--- config.mk ---
export PLATFORM = sky130hd
export DESIGN_NAME = scm_channel_ctrl
export DESIGN_NICKNAME = d
export VERILOG_FILES = /design/src/scm_pkg.sv /design/src/scm_channel_ctrl.sv
export SDC_FILE = /design/constraint.sdc
export NUM_CORES = 1
export LEC_CHECK = 0
export BUFFER_PORTS_ARGS = -buffer_cell sky130_fd_sc_hd__buf_4
export CAP_MARGIN = 20
export CORE_AREA = 2 2 81 83
export CTS_CLUSTER_DIAMETER = 30
export DETAILED_ROUTE_END_ITERATION = 10
export DIE_AREA = 0 0 83 85
export PLACE_DENSITY_LB_ADDON = 0.3
export REMOVE_ABC_BUFFERS = 1
export SLEW_MARGIN = 20
export SYNTH_ARGS = -nofsm -noshare
export SYNTH_HDL_FRONTEND = slang
export SYNTH_SLANG_ARGS = --single-unit
--- constraint.sdc ---
create_clock -name i_core_clk -period 4.1 [get_ports i_core_clk]
set_input_delay 1.025 -clock i_core_clk [delete_from_list [all_inputs] [get_ports i_core_clk]]
set_output_delay 1.025 -clock i_core_clk [all_outputs]
set_load 0.005 [all_outputs]
--- src/scm_pkg.sv ---
// Shared constants and types for the serial channel mode and clock control block.
`default_nettype none
package scm_pkg;
  // Register byte addresses in CPU memory space.
  localparam logic [15:0] SCM_ADDR_CLKSEL = 16'hff43;
  localparam logic [15:0] SCM_ADDR_MODE = 16'hff60;
  localparam logic [15:0] SCM_ADDR_BUSCTL = 16'hff61;
  // Values after reset.
  localparam logic [7:0] SCM_RST_CLKSEL = 8'h88;
  localparam logic [7:0] SCM_RST_MODE = 8'h00;
  localparam logic [7:0] SCM_RST_BUSCTL = 8'h00;
  // Field positions in the mode register.
  localparam int SCM_BIT_ENABLE = 7;
  localparam int SCM_BIT_MATCH = 6;
  localparam int SCM_BIT_WAKEUP = 5;
  localparam int SCM_BIT_MODE4 = 4;
  localparam int SCM_BIT_MODE3 = 3;
  localparam int SCM_BIT_MODE2 = 2;
  localparam int SCM_BIT_SRC1 = 1;
  // Read-only bits of the bus control register (stop, start, acknowledge detect).
  localparam logic [7:0] SCM_BUSCTL_RO_MASK = 8'h4c;
  // Offsets that turn a divider code into a counter bit index (code 0110 is the first).
  localparam logic [3:0] SCM_IDX_OFS_I2C = 4'h2;
  localparam logic [3:0] SCM_IDX_OFS_WIRE = 4'h6;
  // Timer output division in I2C mode is 16, the top bit of a 4-bit counter.
  localparam int SCM_TMR_DIV_BITS = 4;
  // Serial clock idles high while the channel is stopped.
  localparam logic SCM_SCLK_IDLE = 1'b1;

  // Operating mode, Gray coded.
  typedef enum logic [1:0] {
    SCM_MODE_3W_MSB = 2'b00,
    SCM_MODE_3W_LSB = 2'b01,
    SCM_MODE_2W_D1 = 2'b11,
    SCM_MODE_2W_D0 = 2'b10
  } scm_mode_e;

  // Pin roles implied by the selected mode.
  typedef struct packed {
    logic data0_od;    // First data pin is open-drain serial data.
    logic data0_port;  // First data pin released as a general port.
    logic data1_od;    // Second data pin is open-drain serial data.
    logic data1_port;  // Second data pin released as a general port.
    logic clk_od;      // Clock pin is open-drain.
    logic lsb_first;   // Shift order is LSB first.
  } scm_pin_cfg_s;

  // CPU register access.
  typedef struct packed {
    logic [15:0] addr;
    logic wr;
    logic bit_op;
    logic [2:0] bit_pos;
    logic [7:0] wdata;
  } scm_bus_req_s;
endpackage
`default_nettype wire

--- src/scm_channel_ctrl.sv ---
// Serial channel register bank: clock divider select, mode, bus control and clocking.
// Functional notes
// Reset loads clock select register with 88h, divider code 1000.
// Software writes clock select bits 6..4 as zero, bit 7 as one.
// Divider code picks fxx over 2^5..2^12 in I2C, 2^1..2^8 otherwise.
// fxx is the oscillator clock or its half per oscillator mode bit.
// Software stops transfers before rewriting the clock select register.
// Clock select takes byte writes only; mode register takes bit and byte.
// Reset clears mode register, leaving the channel stopped.
// Clock source: 0x external pin, 10 timer 2 output, 11 divider.
// Timer 2 output is divided by sixteen in I2C mode.
// Mode code picks 3-wire MSB/LSB or 2-wire on second or first data pin.
// Transmit-only 3-wire mode frees the serial input pin as a port.
// Wake-up 0 interrupts per transfer; 1 only on matched address after start.
// Read-only match flag shows slave address equals shift data; writes ignored.
// Match flag forced to zero while channel is disabled.
// Channel enable bit stops or enables all serial operation.
// Reset clears the bus control register.
// Software avoids prohibited divider and mode codes; results undefined.
`default_nettype none
module scm_channel_ctrl
  import scm_pkg::*;
(
  // Clock and reset.
  input wire logic i_core_clk,
  input wire logic i_rst,
  // CPU register access.
  input wire scm_bus_req_s i_bus,
  output logic [7:0] o_bus_rdata,
  // Clock selection and transmit-only inputs.
  input wire logic i_osc_mode,
  input wire logic i_timer2_out,
  input wire logic i_sclk_pin,
  input wire logic i_i2c_sel,
  input wire logic i_tx_only,
  // Datapath status.
  input wire logic [7:0] i_slave_addr,
  input wire logic [7:0] i_shift_data,
  input wire logic i_xfer_done,
  input wire logic i_addr_rcvd,
  input wire logic [7:0] i_busctl_status,
  // Channel outputs.
  output logic o_serial_clk,
  output logic o_channel_en,
  output scm_mode_e o_mode,
  output scm_pin_cfg_s o_pin_cfg,
  output logic o_irq,
  output logic [7:0] o_busctl
);

  logic [7:0] clksel_r;
  logic [7:0] mode_r;
  logic [7:0] busctl_r;
  logic match_r;
  logic half_r;
  logic [15:0] div_cnt_r;
  logic [SCM_TMR_DIV_BITS-1:0] tmr_cnt_r;
  logic tmr_prev_r;
  logic pin_meta_r;
  logic pin_sync_r;
  logic fxx_tick;
  logic [3:0] div_idx;
  logic sclk_nxt;
  logic match_nxt;
  logic hit_clksel;
  logic hit_mode;
  logic hit_busctl;
  scm_mode_e mode_nxt;

  // Merge a single-bit write into a byte, or pass a whole byte through.
  function automatic logic [7:0] merge_wr(input logic [7:0] old, input scm_bus_req_s req);
    logic [7:0] mask;
    mask = 8'h01 << req.bit_pos;
    if (req.bit_op) begin
      merge_wr = (old & ~mask) | (req.wdata & mask);
    end else begin
      merge_wr = req.wdata;
    end
  endfunction

  assign hit_clksel = i_bus.wr && (i_bus.addr == SCM_ADDR_CLKSEL);
  assign hit_mode = i_bus.wr && (i_bus.addr == SCM_ADDR_MODE);
  assign hit_busctl = i_bus.wr && (i_bus.addr == SCM_ADDR_BUSCTL);

  // Clock select register; bit operations are dropped, the upper nibble is kept as written.
  always_ff @(posedge i_core_clk) begin
    if (i_rst) begin
      clksel_r <= SCM_RST_CLKSEL;
    end else if (hit_clksel && !i_bus.bit_op) begin
      clksel_r <= i_bus.wdata;
    end
  end

  // Mode register; the match bit is never stored from a write.
  always_ff @(posedge i_core_clk) begin
    if (i_rst) begin
      mode_r <= SCM_RST_MODE;
    end else if (hit_mode) begin
      mode_r <= merge_wr(mode_r, i_bus) & ~(8'h01 << SCM_BIT_MATCH);
    end
  end

  // Bus control register; detect bits track the datapath while enabled and clear while stopped; reads see the copy registered on the previous edge.
  always_ff @(posedge i_core_clk) begin
    if (i_rst) begin
      busctl_r <= SCM_RST_BUSCTL;
    end else if (!mode_r[SCM_BIT_ENABLE]) begin
      busctl_r <= busctl_r & ~SCM_BUSCTL_RO_MASK;
    end else if (hit_busctl) begin
      busctl_r <= (merge_wr(busctl_r, i_bus) & ~SCM_BUSCTL_RO_MASK)
                  | (i_busctl_status & SCM_BUSCTL_RO_MASK);
    end else begin
      busctl_r <= (busctl_r & ~SCM_BUSCTL_RO_MASK) | (i_busctl_status & SCM_BUSCTL_RO_MASK);
    end
  end

  // Address comparator flag, held low while the channel is off.
  assign match_nxt = mode_r[SCM_BIT_ENABLE] && (i_slave_addr == i_shift_data);
  always_ff @(posedge i_core_clk) begin
    if (i_rst) begin
      match_r <= 1'b0;
    end else begin
      match_r <= match_nxt;
    end
  end

  // Read data, registered one cycle after the address is presented.
  always_ff @(posedge i_core_clk) begin
    if (i_rst) begin
      o_bus_rdata <= 8'h00;
    end else begin
      case (i_bus.addr)
        SCM_ADDR_CLKSEL: o_bus_rdata <= clksel_r;
        SCM_ADDR_MODE: o_bus_rdata <= mode_r | ({7'h00, match_r} << SCM_BIT_MATCH);
        SCM_ADDR_BUSCTL: o_bus_rdata <= busctl_r;
        default: o_bus_rdata <= 8'h00;
      endcase
    end
  end

  // The clock pin comes from outside, so it is synchronised before use.
  always_ff @(posedge i_core_clk) begin
    if (i_rst) begin
      pin_meta_r <= 1'b0;
      pin_sync_r <= 1'b0;
    end else begin
      pin_meta_r <= i_sclk_pin;
      pin_sync_r <= pin_meta_r;
    end
  end

  // fxx runs every core cycle, or every second one when the half rate is chosen.
  assign fxx_tick = i_osc_mode || half_r;
  always_ff @(posedge i_core_clk) begin
    if (i_rst || !mode_r[SCM_BIT_ENABLE]) begin
      half_r <= 1'b0;
    end else begin
      half_r <= !half_r;
    end
  end

  // Power-of-two prescaler; held at zero while the channel is stopped to save power.
  always_ff @(posedge i_core_clk) begin
    if (i_rst || !mode_r[SCM_BIT_ENABLE]) begin
      div_cnt_r <= 16'h0000;
    end else if (fxx_tick) begin
      div_cnt_r <= div_cnt_r + 16'h0001;
    end
  end

  // Timer output divided by sixteen, counted on its rising edges.
  always_ff @(posedge i_core_clk) begin
    if (i_rst || !mode_r[SCM_BIT_ENABLE]) begin
      tmr_prev_r <= 1'b0;
      tmr_cnt_r <= '0;
    end else begin
      tmr_prev_r <= i_timer2_out;
      if (i_timer2_out && !tmr_prev_r) begin
        tmr_cnt_r <= tmr_cnt_r + {{(SCM_TMR_DIV_BITS-1){1'b0}}, 1'b1};
      end
    end
  end

  // Counter bit k is fxx divided by 2^(k+1); prohibited codes give an undefined rate.
  assign div_idx = clksel_r[3:0] - (i_i2c_sel ? SCM_IDX_OFS_I2C : SCM_IDX_OFS_WIRE);

  // Serial clock source selection.
  always_comb begin
    if (!mode_r[SCM_BIT_ENABLE]) begin
      sclk_nxt = SCM_SCLK_IDLE;
    end else if (!mode_r[SCM_BIT_SRC1]) begin
      sclk_nxt = pin_sync_r;
    end else if (!mode_r[SCM_BIT_SRC1-1]) begin
      sclk_nxt = i_i2c_sel ? tmr_cnt_r[SCM_TMR_DIV_BITS-1] : i_timer2_out;
    end else begin
      sclk_nxt = div_cnt_r[div_idx];
    end
  end

  // Mode decode; bit 3 is a don't-care in 3-wire mode.
  always_comb begin
    if (!mode_r[SCM_BIT_MODE4]) begin
      mode_nxt = mode_r[SCM_BIT_MODE2] ? SCM_MODE_3W_LSB : SCM_MODE_3W_MSB;
    end else begin
      mode_nxt = mode_r[SCM_BIT_MODE2] ? SCM_MODE_2W_D0 : SCM_MODE_2W_D1;
    end
  end

  // Registered channel outputs.
  always_ff @(posedge i_core_clk) begin
    if (i_rst) begin
      o_serial_clk <= SCM_SCLK_IDLE;
      o_channel_en <= 1'b0;
      o_mode <= SCM_MODE_3W_MSB;
      o_pin_cfg <= '0;
      o_busctl <= SCM_RST_BUSCTL;
    end else begin
      o_serial_clk <= sclk_nxt;
      o_channel_en <= mode_r[SCM_BIT_ENABLE];
      o_mode <= mode_nxt;
      o_busctl <= busctl_r;
      o_pin_cfg.data0_od <= (mode_nxt == SCM_MODE_2W_D0);
      o_pin_cfg.data1_od <= (mode_nxt == SCM_MODE_2W_D1);
      o_pin_cfg.clk_od <= mode_r[SCM_BIT_MODE4];
      o_pin_cfg.data1_port <= (mode_nxt == SCM_MODE_2W_D0);
      o_pin_cfg.data0_port <= (mode_nxt == SCM_MODE_2W_D1)
                              || (!mode_r[SCM_BIT_MODE4] && i_tx_only);
      o_pin_cfg.lsb_first <= (mode_nxt == SCM_MODE_3W_LSB);
    end
  end

  // Interrupt pulse; in wake-up mode only a matched address after a start counts, and only with I2C selected.
  always_ff @(posedge i_core_clk) begin
    if (i_rst) begin
      o_irq <= 1'b0;
    end else if (!mode_r[SCM_BIT_ENABLE]) begin
      o_irq <= 1'b0;
    end else if (mode_r[SCM_BIT_WAKEUP]) begin
      o_irq <= i_i2c_sel && i_addr_rcvd && busctl_r[3] && match_nxt;
    end else begin
      o_irq <= i_xfer_done;
    end
  end
endmodule
`default_nettype wire

After elaboration in Yosys (flattened, before gate mapping)

Index checks and enable logic that the tools add are counted.

Input port bits: 62
Logic and storage cells: 80
Bits in registers: 74

Multiplexer cells: 17
Add/subtract/negate cells: 3
Eq/ne operators: 7
Order comparisons: 1
Bitwise operators: 10
Reductions and logical operators: 19
Shifts and indexed selects: 1

Operators with widths:

| cell                                                        | count |
|---|---|
| == test 16 bit (second input constant)                      | 3 |
| two-way mux 8 bit                                           | 6 |
| bitwise AND 8 bit                                           | 3 |
| bitwise OR 8 x 7 -> 8 bit                                   | 3 |
| one-hot mux 8 bit (3 select lines)                          | 1 |
| adder 16 x 1 -> 16 bit (second input constant)              | 1 |
| bitwise OR 8 bit                                            | 2 |
| logical AND 1 bit                                           | 10 |
| == test 8 bit                                               | 1 |
| NOT 8 bit                                                   | 1 |
| << shifter 1 x 3 -> 8 bit (first input constant)            | 1 |
| two-way mux 1 bit                                           | 7 |
| logical NOT 1 bit                                           | 5 |
| less-than comparator 4 x 5 -> 1 bit (second input constant) | 1 |
| adder 4 x 1 -> 4 bit (second input constant)                | 1 |
| binary-select mux 1 bit (select 4 bit)                      | 1 |
| == test 2 bit (second input constant)                       | 2 |
| subtractor 4 x 3 -> 4 bit                                   | 1 |
| logical OR 1 bit                                            | 3 |
| two-way mux 3 bit                                           | 1 |
| == test 2 x 1 -> 1 bit (second input constant)              | 1 |
| two-way mux 2 bit                                           | 1 |
| OR reduction 2 bit                                          | 1 |
| NOT 1 bit                                                   | 1 |

Logic depth before layout (Yosys ltp)

Gate-level depths: netlist (run 1).

Depth in word-level cells: 10
Mapped depth: 7
Gate-level depth less buffers: 6

Least setup slack after synthesis (run 1)

No wires, ideal clock.

Path type: input to register
Start: input i_i2c_sel
End: register o_serial_clk
Required time: 3971 ps
Arrival: 2655 ps
Stages on the path: 6
Library setup time: 129 ps
Slack: 1317 ps
Cells stage by stage: inv_1 > fa_1 > mux4_2 > mux2_2 > a2111oi_0 > o21ai_0

Longest elaborated chain between the ends: 6
Elaborated cells on any way between the ends: 7
Classes of those cells: add/sub (1); mux (6)

RTL lines:

| what                                    | line                    | source |
|---|---|---|
| start, declared                         | scm_channel_ctrl.sv:34  | `input wire logic i_i2c_sel,` |
| two-way mux 3 bit                       | scm_channel_ctrl.sv:185 | `assign div_idx = clksel_r[3:0] - (i_i2c_sel ? SCM_IDX_OFS_I2C : SCM_IDX_OFS_WIRE);` |
| subtractor 4 x 3 -> 4 bit               | scm_channel_ctrl.sv:185 |  |
| binary-select mux 1 bit (select 4 bit)  | scm_channel_ctrl.sv:196 | `sclk_nxt = div_cnt_r[div_idx];` |
| two-way mux 1 bit (implied by the code) | scm_channel_ctrl.sv:196 |  |
| two-way mux 1 bit (*)                   | scm_channel_ctrl.sv:193 | `end else if (!mode_r[SCM_BIT_SRC1-1]) begin` |
| two-way mux 1 bit (*)                   | scm_channel_ctrl.sv:191 | `end else if (!mode_r[SCM_BIT_SRC1]) begin` |
| end signal, assigned                    | scm_channel_ctrl.sv:218 | `o_serial_clk <= sclk_nxt;` |
| end, declared                           | scm_channel_ctrl.sv:43  | `output logic o_serial_clk,` |

Every way passes the cells marked *; elsewhere a longest branch is shown, timed or not. The select of a mux whose other input is x is not followed.
A chain may end at the register's enable or synchronous reset.

Final worst setup path (run 1)

Same ends and word-level chain as after synthesis.

==> results.toml, run 1 <==
[run_status]
status = "finished clean"

[setup_path]
worst_path_largest_cell_delay_ns = 0.65
worstSetupPathType = "input port to register"
slowest_stage = "fa_1"
crit_arrival_ns = 3.06
cp_max_fo = 4
r2r_cells = 6
crit_chain = "buf_4, inv_1, fa_1, mux4_2, mux2_2, a2111oi_0, o21ai_0"
cp.depth = 7
crit_end = "o_serial_clk"
rr_startpoint = "clksel_r[1]"
worstSetupEndpointType = "register"
crit_start = "i_i2c_sel"
crit_path_start_kind = "input port"
rrSetupSlack_ns = 1.48
crit_required_ns = 4.33
r2r_end = "o_serial_clk"
path_buf_inv = 2
cp_top_family = "adder cells"

[synth]
synth_top_area_frac = 0.437
netlist_area_um2 = 3350
syn_inst = 371
synth_area_leaders = "dfxtp_1 44%, a21oi_1 5.2%, nand4_1 4.5%"
ys_seq_area_frac = 0.437
syn_area_per_cell_um2 = 9.02
synth.largest_area_cell = "dfxtp_1"
synth_edf_count = 0
yosysWarnings = 0
yosysUniqueCellTypes = 48
synth-seq-cells = 73
async_reset_ff_frac = 0
synth_flop_cell = "dfxtp_1"

[floorplan]
die-area_um2 = 7060
core_um2 = 6200
fp.dieW_um = 83
num_rows = 29
ioPinCount = 89
start_util = 0.539
fp.dieH_um = 85

[placed_design]
portBuffers = 83
dp_hpwl_um = 5400
place.gp.congestion = 0.858

[cts]
post_cts_buffers = 0
h-tree-depth = 3
insertion_delay_ns = 0.35
cts_hold_buf = 0
cts_buffers = 9
cts_resized = 0
tritoncts = "done"
cts_sinks = 73
cts.path.max_buffers = 2
clkTransAtPathRegs_ns = 0.08
cts_root_buffer = "clkbuf_8"

[routing]
drt_iter0_markers = 314
ant_nets = 0
drt-total-wl_um = 7520
vias = 3011
dr.pass1.iters = 5
vias_per_cell = 5.75
routedWlPerCell_um = 14.3
drc = 0

[job]
maxCapViolCount = 0

[sta]
final.min_clock_period_ns = 2.84
setup_viol = 0
skew_ns = 0.00795
period_share = 0.691
fmax_mhz = 353
tns_ns = 0
maxSlewHeadroom = 0.470
hold_violations = 0
rsz0062_at_grt = "false"
drv_slew = 0
worst_pin_slew_ns = 0.789

[global_route]
grtUsageTotal = 0.220
grt_pass1_wl_um = 12600
antenna_found_initial = 0
grt_max_degree = 37
grt.overflow.total = 0
grt_pass1_vias = 2755

[hold_path]
hold_path.class = "register to register"

[power]
vdd_drop_max_mv = 0.209
cellLeakagePower_nw = 1.61
powerDensity_nw_per_um2 = 340

[finish]
final_util = 0.676
n_antenna_cell = 0
syn2layout_area_growth_pct = 25.4
num-nets-final = 510
drive_above_1_share = 0.282
[layout make-up]
| class | instances | area [um2] |
|---|---|---|
| fillers | 529 | 2010 |
| multi-input cells | 255 | 1710 |
| well taps | 77 | 96.3 |
| clock inverters | 7 | 95.1 |
| inverters | 18 | 67.6 |
| clock buffers | 9 | 124 |
| repair buffers | 85 | 638 |
| flip-flops and latches | 73 | 1460 |
[cells in the final DEF (no fill, tap or decap), types with 3 or more instances in the layout]
master    synthesis  layout
nand3_1           6       6
inv_1            17      17
nand2_1          18      18
clkbuf_8          0       9
xnor2_1           9       9
ha_1              5       5
dfxtp_1          73      73
nor4_1            4       4
xor2_1           16      16
mux4_2            4       4
and4_1            3       3
nor3_1            5       5
o21ai_0          13      13
buf_4             2      85
a21oi_1          35      35
nor2b_1          11      11
and3_1            5       5
a31o_2           11      11
or3b_2            4       4
o31ai_1           7       7
a22oi_1           8       8
nand4_1          24      24
nor2_1           38      38
[power by group]
group | switching, W | internal, W
logic | 0.0000476 | 0.0000488
registers | 0.000000265 | 0.000710
clock network | 0.000276 | 0.000342
[metrics by stage]
stage,power (W),setup slack [ns],instance area [um2],cells,hold slack (ns)
finish,0.00142,1.26,4200,524,0.439
global placement,0.000821,0.893,3980,508,0.419
detailed placement,0.000823,0.875,3980,508,0.424
global route,0.00147,1.15,4200,524,0.467
floorplan,0.000753,0.497,3230,346,0.414
CTS,0.00144,1.26,4200,524,0.442
[logic make-up (layout without fill, tap and decap cells)]
| kind of cell | count (synthesis) | count (layout) | synth area share |
|---|---|---|---|
| compound gates | 83 | 83 | 0.159 |
| fa+ha+maj | 6 | 6 | 0.0247 |
| buf+inv | 43 | 119 | 0.0538 |
| simple gates | 133 | 133 | 0.220 |
| xor+xnor | 25 | 25 | 0.0654 |
| flops | 73 | 73 | 0.437 |
| mux | 8 | 8 | 0.0396 |
[synthesized netlist by cell type, types with 2 or more instances]
cell,n
dfxtp_1,73
nor2_1,38
a21oi_1,35
nand4_1,24
nand2_1,18
inv_1,17
xor2_1,16
clkbuf_1,15
o21ai_0,13
a31o_2,11
nor2b_1,11
xnor2_1,9
a22oi_1,8
o31ai_1,7
nand3_1,6
and3_1,5
ha_1,5
nor3_1,5
buf_1,4
mux4_2,4
nor4_1,4
or3b_2,4
and4_1,3
buf_2,3
a31oi_1,2
and3b_1,2
buf_4,2
mux2_2,2
mux2i_1,2
nand3b_1,2
nand4b_1,2
or4_1,2
or4_4,2
[layer usage]
layer  GRT usage  part of all wire
met1       0.290              0.43
met2       0.353              0.48
met3      0.0593             0.087
met4      0.0715             0.012
met5           0                 0
[worst min path at each step]
stage / from / to / slack (ns) / depth (start not counted)
2_1_floorplan: pin_meta_r / pin_sync_r / 0.41 / 1
3_3_place_gp: pin_meta_r / pin_sync_r / 0.42 / 1
3_5_place_dp: pin_meta_r / pin_sync_r / 0.42 / 1
4_1_cts: pin_meta_r / pin_sync_r / 0.44 / 1
5_1_grt: pin_meta_r / pin_sync_r / 0.47 / 1
6_report: pin_meta_r / pin_sync_r / 0.44 / 1
No activity file was read; power rests on OpenSTA's default activity.
==> inputs of run 2 (changes only) <==
- CORE_AREA: 2 2 81 83 -> 2 2 88 90
- DIE_AREA: 0 0 83 85 -> 0 0 90 92
- clock period: 4.1 -> 2.3 ns (I/O delays scaled with it)
==> run 2 against run 1 <==
  * Register-to-register slack lost 1.4 ns
  * Via count grew 0.33%
  * Core utilization shrank 9.7 points
  * Critical path depth shrank 1
  * Count of clock-buffer cells in the layout grew 1
  * Wire length grew 7.4%
  * Combinational power grew 89%
  * Clock skew shrank 0.00060 ns
  * Largest power group unchanged
==> results.toml, run 2 (synthesis gave the netlist of run 1 again) <==
[finish]
final_common_cell = "buf_4"
multiInputGateArea_um2 = 1720
final_util = 0.579
fillers = 704
syn2layout_area_growth_pct = 28.9
drive_above_1_share = 0.300
num-nets-final = 520
seq_area_um2 = 1460
mostFrequentLayoutCells = "94 x buf_4, 73 x dfxtp_1, 38 x nor2_1, 35 x a21oi_1, 24 x nand4_1"
n_antenna_cell = 0
design_area_um2 = 4310

[sta]
drv_slew = 0
fmax_mhz = 447
hold_violations = 0
final.min_clock_period_ns = 2.24
worst_pin_slew_ns = 0.586
setup_viol = 0
skew_ns = 0.00734
tns_ns = 0
maxSlewHeadroom = 0.608
period_share = 0.972
hold_ws_ns = 0.456

[setup_path]
crit_path_start_kind = "register"
cp_max_fo = 4
path_buf_inv = 1
slowest_stage = "fa_2"
worstSetupPathType = "register to register"
worstSetupEndpointType = "register"
worst_path_largest_cell_delay_ns = 0.58
crit_required_ns = 2.52
crit_arrival_ns = 2.46
crit_chain = "inv_1, fa_2, mux4_2, mux2_2, a2111oi_2, o21ai_0"
cp_top_family = "multiplexers"

[global_route]
grt.overflow.total = 0
antenna_found_initial = 0
grt_pass1_wl_um = 13200
grtUsageTotal = 0.197
grt_pass1_vias = 2848
grt_max_degree = 36

[cts]
cts_hold_buf = 0
cts_root_buffer = "clkbuf_8"
cts_sinks = 73
h-tree-depth = 3
cts.path.max_buffers = 2
tritoncts = "done"
clkTransAtPathRegs_ns = 0.07
cts_buffers = 9
insertion_delay_ns = 0.34

[placed_design]
placed_cell_area_um2 = 4100
place.gp.congestion = 0.805
dp_hpwl_um = 5710
portBuffers = 83

[floorplan]
core_um2 = 7450
num_rows = 32
fp.dieW_um = 90
die-area_um2 = 8280
ioPinCount = 89
start_util = 0.449
fp.dieH_um = 92

[routing]
drt_iter0_markers = 196
vias = 3021
drt-total-wl_um = 8080
routedWlPerCell_um = 14.4
vias_per_cell = 5.40
drc = 0
dr.pass1.iters = 4
ant_nets = 0

[power]
p_int_w = 0.00196
powerDensity_nw_per_um2 = 584
sw_frac_of_total = 0.221
vdd_drop_max_mv = 0.283
total_power_w = 0.00252
switchingPower_w = 0.000558
p_clk_frac = 0.426
power_frac_seq = 0.502
combPwrFrac = 0.072
cellLeakagePower_nw = 1.66

[job]
maxCapViolCount = 0

[run_status]
status = "finished clean"

[hold_path]
hold_path.class = "register to register"
run 2: cell count changes in the layout (fill, tap and decap cells not counted):
cell,delta
a2111oi_0,-1
a2111oi_2,+1
buf_12,+1
buf_4,+9
clkbuf_1,+1
clkinv_2,+1
clkinv_4,-2
fa_1,-1
fa_2,+1
run 2: repair_timing:
item,CTS,global route
buffers inserted,0,0
gates resized for setup,1,2
endpoints found under the setup margin,1,1
run 2: area by class of cell:
type / count / share of cell area
inverters: 18 / 0.0157
well taps: 102 / 0.0296
clock inverters: 6 / 0.0191
multi-input cells: 255 / 0.399
clock buffers: 10 / 0.0296
flip-flops and latches: 73 / 0.339
repair buffers: 95 / 0.168
run 2: worst paths after layout:
| path | from | slack [ns] | end | cells after the start |
|---|---|---|---|---|
| setup / recovery | clksel_r[2] | 0.06 | o_serial_clk | 6 |
| hold / removal | pin_meta_r | 0.46 | pin_sync_r | 1 |
| setup reg to reg | clksel_r[2] | 0.06 | o_serial_clk | 6 |
| hold reg to reg | pin_meta_r | 0.46 | pin_sync_r | 1 |
run 2: worst register-to-register path: stages (launching register included):
cell       delay [ns]
dfxtp_1          0.39
inv_1            0.08
fa_2             0.58
mux4_2           0.32
mux2_2           0.29
a2111oi_2        0.36
o21ai_0          0.11
run 2: through the flow:
stage                     std cells  setup WS [ns]
after global placement          543         -0.270
after detailed placement        543         -0.343
after floorplan                 346         -0.853
after CTS                       559         0.0131
after global routing            559       -0.00715
final                           559         0.0637
run 2: power groups by stage:
stage / Clock, W / Combinational (W) / Sequential (W)
floorplan: 0 / 0.0000463 / 0.00130
global placement: 0 / 0.000179 / 0.00130
detailed placement: 0 / 0.000180 / 0.00130
CTS: 0.00109 / 0.000181 / 0.00127
global route: 0.00115 / 0.000197 / 0.00127
finish: 0.00107 / 0.000182 / 0.00127
run 2: layer usage:
layer / GRT usage / up-vias / share of wire
met5: 0 / - / 0
met4: 0.0910 / 0 / 0.013
met3: 0.0329 / 10 / 0.056
met2: 0.315 / 90 / 0.47
met1: 0.262 / 1423 / 0.46
li1: - / 1498 / -
==> inputs of run 3 (changes only) <==
--- a/config.mk
+++ b/config.mk
@@ -12,4 +12,5 @@
 export DETAILED_ROUTE_END_ITERATION = 10
 export DIE_AREA = 0 0 90 92
+export MAX_ROUTING_LAYER = met4
 export PLACE_DENSITY_LB_ADDON = 0.3
 export REMOVE_ABC_BUFFERS = 1
==> constraint.sdc (replaced) <==
create_clock -name i_core_clk -period 2.3 [get_ports i_core_clk]
set_input_delay 0.23 -clock i_core_clk [delete_from_list [all_inputs] [get_ports i_core_clk]]
set_output_delay 0.23 -clock i_core_clk [all_outputs]
set_load 0.005 [all_outputs]
==> run 3 against run 2 <==
  * Sequential power is essentially flat
  * Sequential share of layout area grew 0.31 points
  * Via count shrank 1.2%
  * Wire length shrank 1.5%
  * Clock skew grew 0.0024 ns
  * Setup slack gained 0.069 ns
  * Power grew 1.0%
  * Non-clock buffer count shrank 6
  * Critical path depth is the same
  * Sequential cell count is the same
  * Largest power group unchanged
  * First-iteration DRC count grew 16%
==> results.toml, run 3 (synthesis gave the netlist of run 1 again) <==
[floorplan]
die-area_um2 = 8280
start_util = 0.449
fp.dieW_um = 90
fp.dieH_um = 92
num_rows = 32
core_um2 = 7450
ioPinCount = 89

[setup_path]
crit_chain = "inv_1, fa_2, mux4_2, mux2_2, a2111oi_2, o21ai_0"
rr_startpoint = "clksel_r[2]"
worst_path_largest_cell_delay_ns = 0.61
cp_top_family = "adder cells"
crit_arrival_ns = 2.41
cp_max_fo = 4
r2r_cells = 6
worstSetupPathType = "register to register"
slowest_stage = "fa_2"
crit_path_start_kind = "register"
r2r_end = "o_serial_clk"
worstSetupEndpointType = "register"
crit_required_ns = 2.54
rrSetupSlack_ns = 0.13
path_buf_inv = 1

[cts]
insertion_delay_ns = 0.36
cts_root_buffer = "clkbuf_8"
clkTransAtPathRegs_ns = 0.08
cts_hold_buf = 0
tritoncts = "done"
h-tree-depth = 3
cts_sinks = 73
cts_buffers = 9
cts.path.max_buffers = 2
post_cts_buffers = 0

[finish]
n_antenna_cell = 0
syn2layout_area_growth_pct = 27.9
layout.cells.non_filler = 553
drive_above_1_share = 0.295
final_common_cell = "buf_4"
mostFrequentLayoutCells = "88 x buf_4, 72 x dfxtp_1, 38 x nor2_1, 35 x a21oi_1, 24 x nand4_1"
multiInputGateArea_um2 = 1720
seq_area_um2 = 1460
fillers = 696
design_area_um2 = 4280
num-nets-final = 514

[power]
total_power_w = 0.00255
cellLeakagePower_nw = 1.62
powerDensity_nw_per_um2 = 595
vdd_drop_max_mv = 0.305

[sta]
fin_ws_ns = 0.133
period_share = 0.942
drv_slew = 0
setup_viol = 0
worst_pin_slew_ns = 0.578
skew_ns = 0.00976
hold_violations = 0
tns_ns = 0
maxSlewHeadroom = 0.614
rsz0062_at_grt = "false"
final.min_clock_period_ns = 2.17
fmax_mhz = 461

[placed_design]
dp_hpwl_um = 5710
pre_cts_slack_ns = 0.0390
placed_cell_area_um2 = 4050
place.gp.congestion = 0.856
place_inst = 537
portBuffers = 83

[routing]
vias = 2984
drt-total-wl_um = 7960
drc = 0
drt_iter0_markers = 228
dr.pass1.iters = 4
ant_nets = 0
routedWlPerCell_um = 14.4
vias_per_cell = 5.40

[hold_path]
holdPathEnd = "pin_meta_r"
holdPathStages = 2
hp-start = "i_sclk_pin"
hold_path.class = "input port to register"

[run_status]
status = "finished clean"

[global_route]
top_usage_layer = "met2"
grt_pass1_vias = 2773
grt_use_met3 = 0.0534
grt_max_degree = 36
grtUsageTotal = 0.200
grt_use_met1 = 0.246
grt_pass1_wl_um = 12900
grt_util_met2 = 0.310
grt.overflow.total = 0
antenna_found_initial = 0

[job]
maxCapViolCount = 0
run 3: worst max path at each step:
stage	startpoint	to	slack, ns	cells after the start
finish	clksel_r[2]	o_serial_clk	0.13	6
detailed placement	i_i2c_sel	o_serial_clk	0.04	7
global route	clksel_r[2]	o_serial_clk	0.03	6
floorplan	i_bus[16]	o_bus_rdata[0]	-0.51	4
CTS	clksel_r[2]	o_serial_clk	0.08	6
global placement	i_i2c_sel	o_serial_clk	0.08	7
run 3: timing repair:
action | 4_1_cts | 5_1_grt
hold endpoints to repair | 0 | 0
setup endpoints to repair | 0 | 1
resized for setup | 0 | 4
run 3: cell type report:
cell class                 count  share of cell area
clock buffer                   9              0.0289
clock inverter                 7              0.0222
inverter                      18              0.0158
multi-input combinational    255               0.402
sequential                    73               0.342
tap                          102              0.0298
timing repair buffer          89               0.159
run 3: stage by stage:
| stage | hold WS [ns] | util |
|---|---|---|
| after floorplan | 0.297 | - |
| after global placement | 0.422 | 0.544 |
| after detailed placement | 0.429 | 0.544 |
| after CTS | 0.0785 | 0.573 |
| after global routing | 0.101 | 0.575 |
| final | 0.0889 | 0.575 |
run 3: where the power goes:
part	switching (W)	internal [W]
combinational	0.0000873	0.0000885
clock	0.000498	0.000607
sequential	0.000000506	0.00127
total	0.000586	0.00196
run 3: metal layers:
metal / routed length (um) / up-vias
li1: - / 1480
met1: 3470 / 1361
met2: 3690 / 126
met3: 603 / 17
met4: 195 / 0
met5: 0 / -
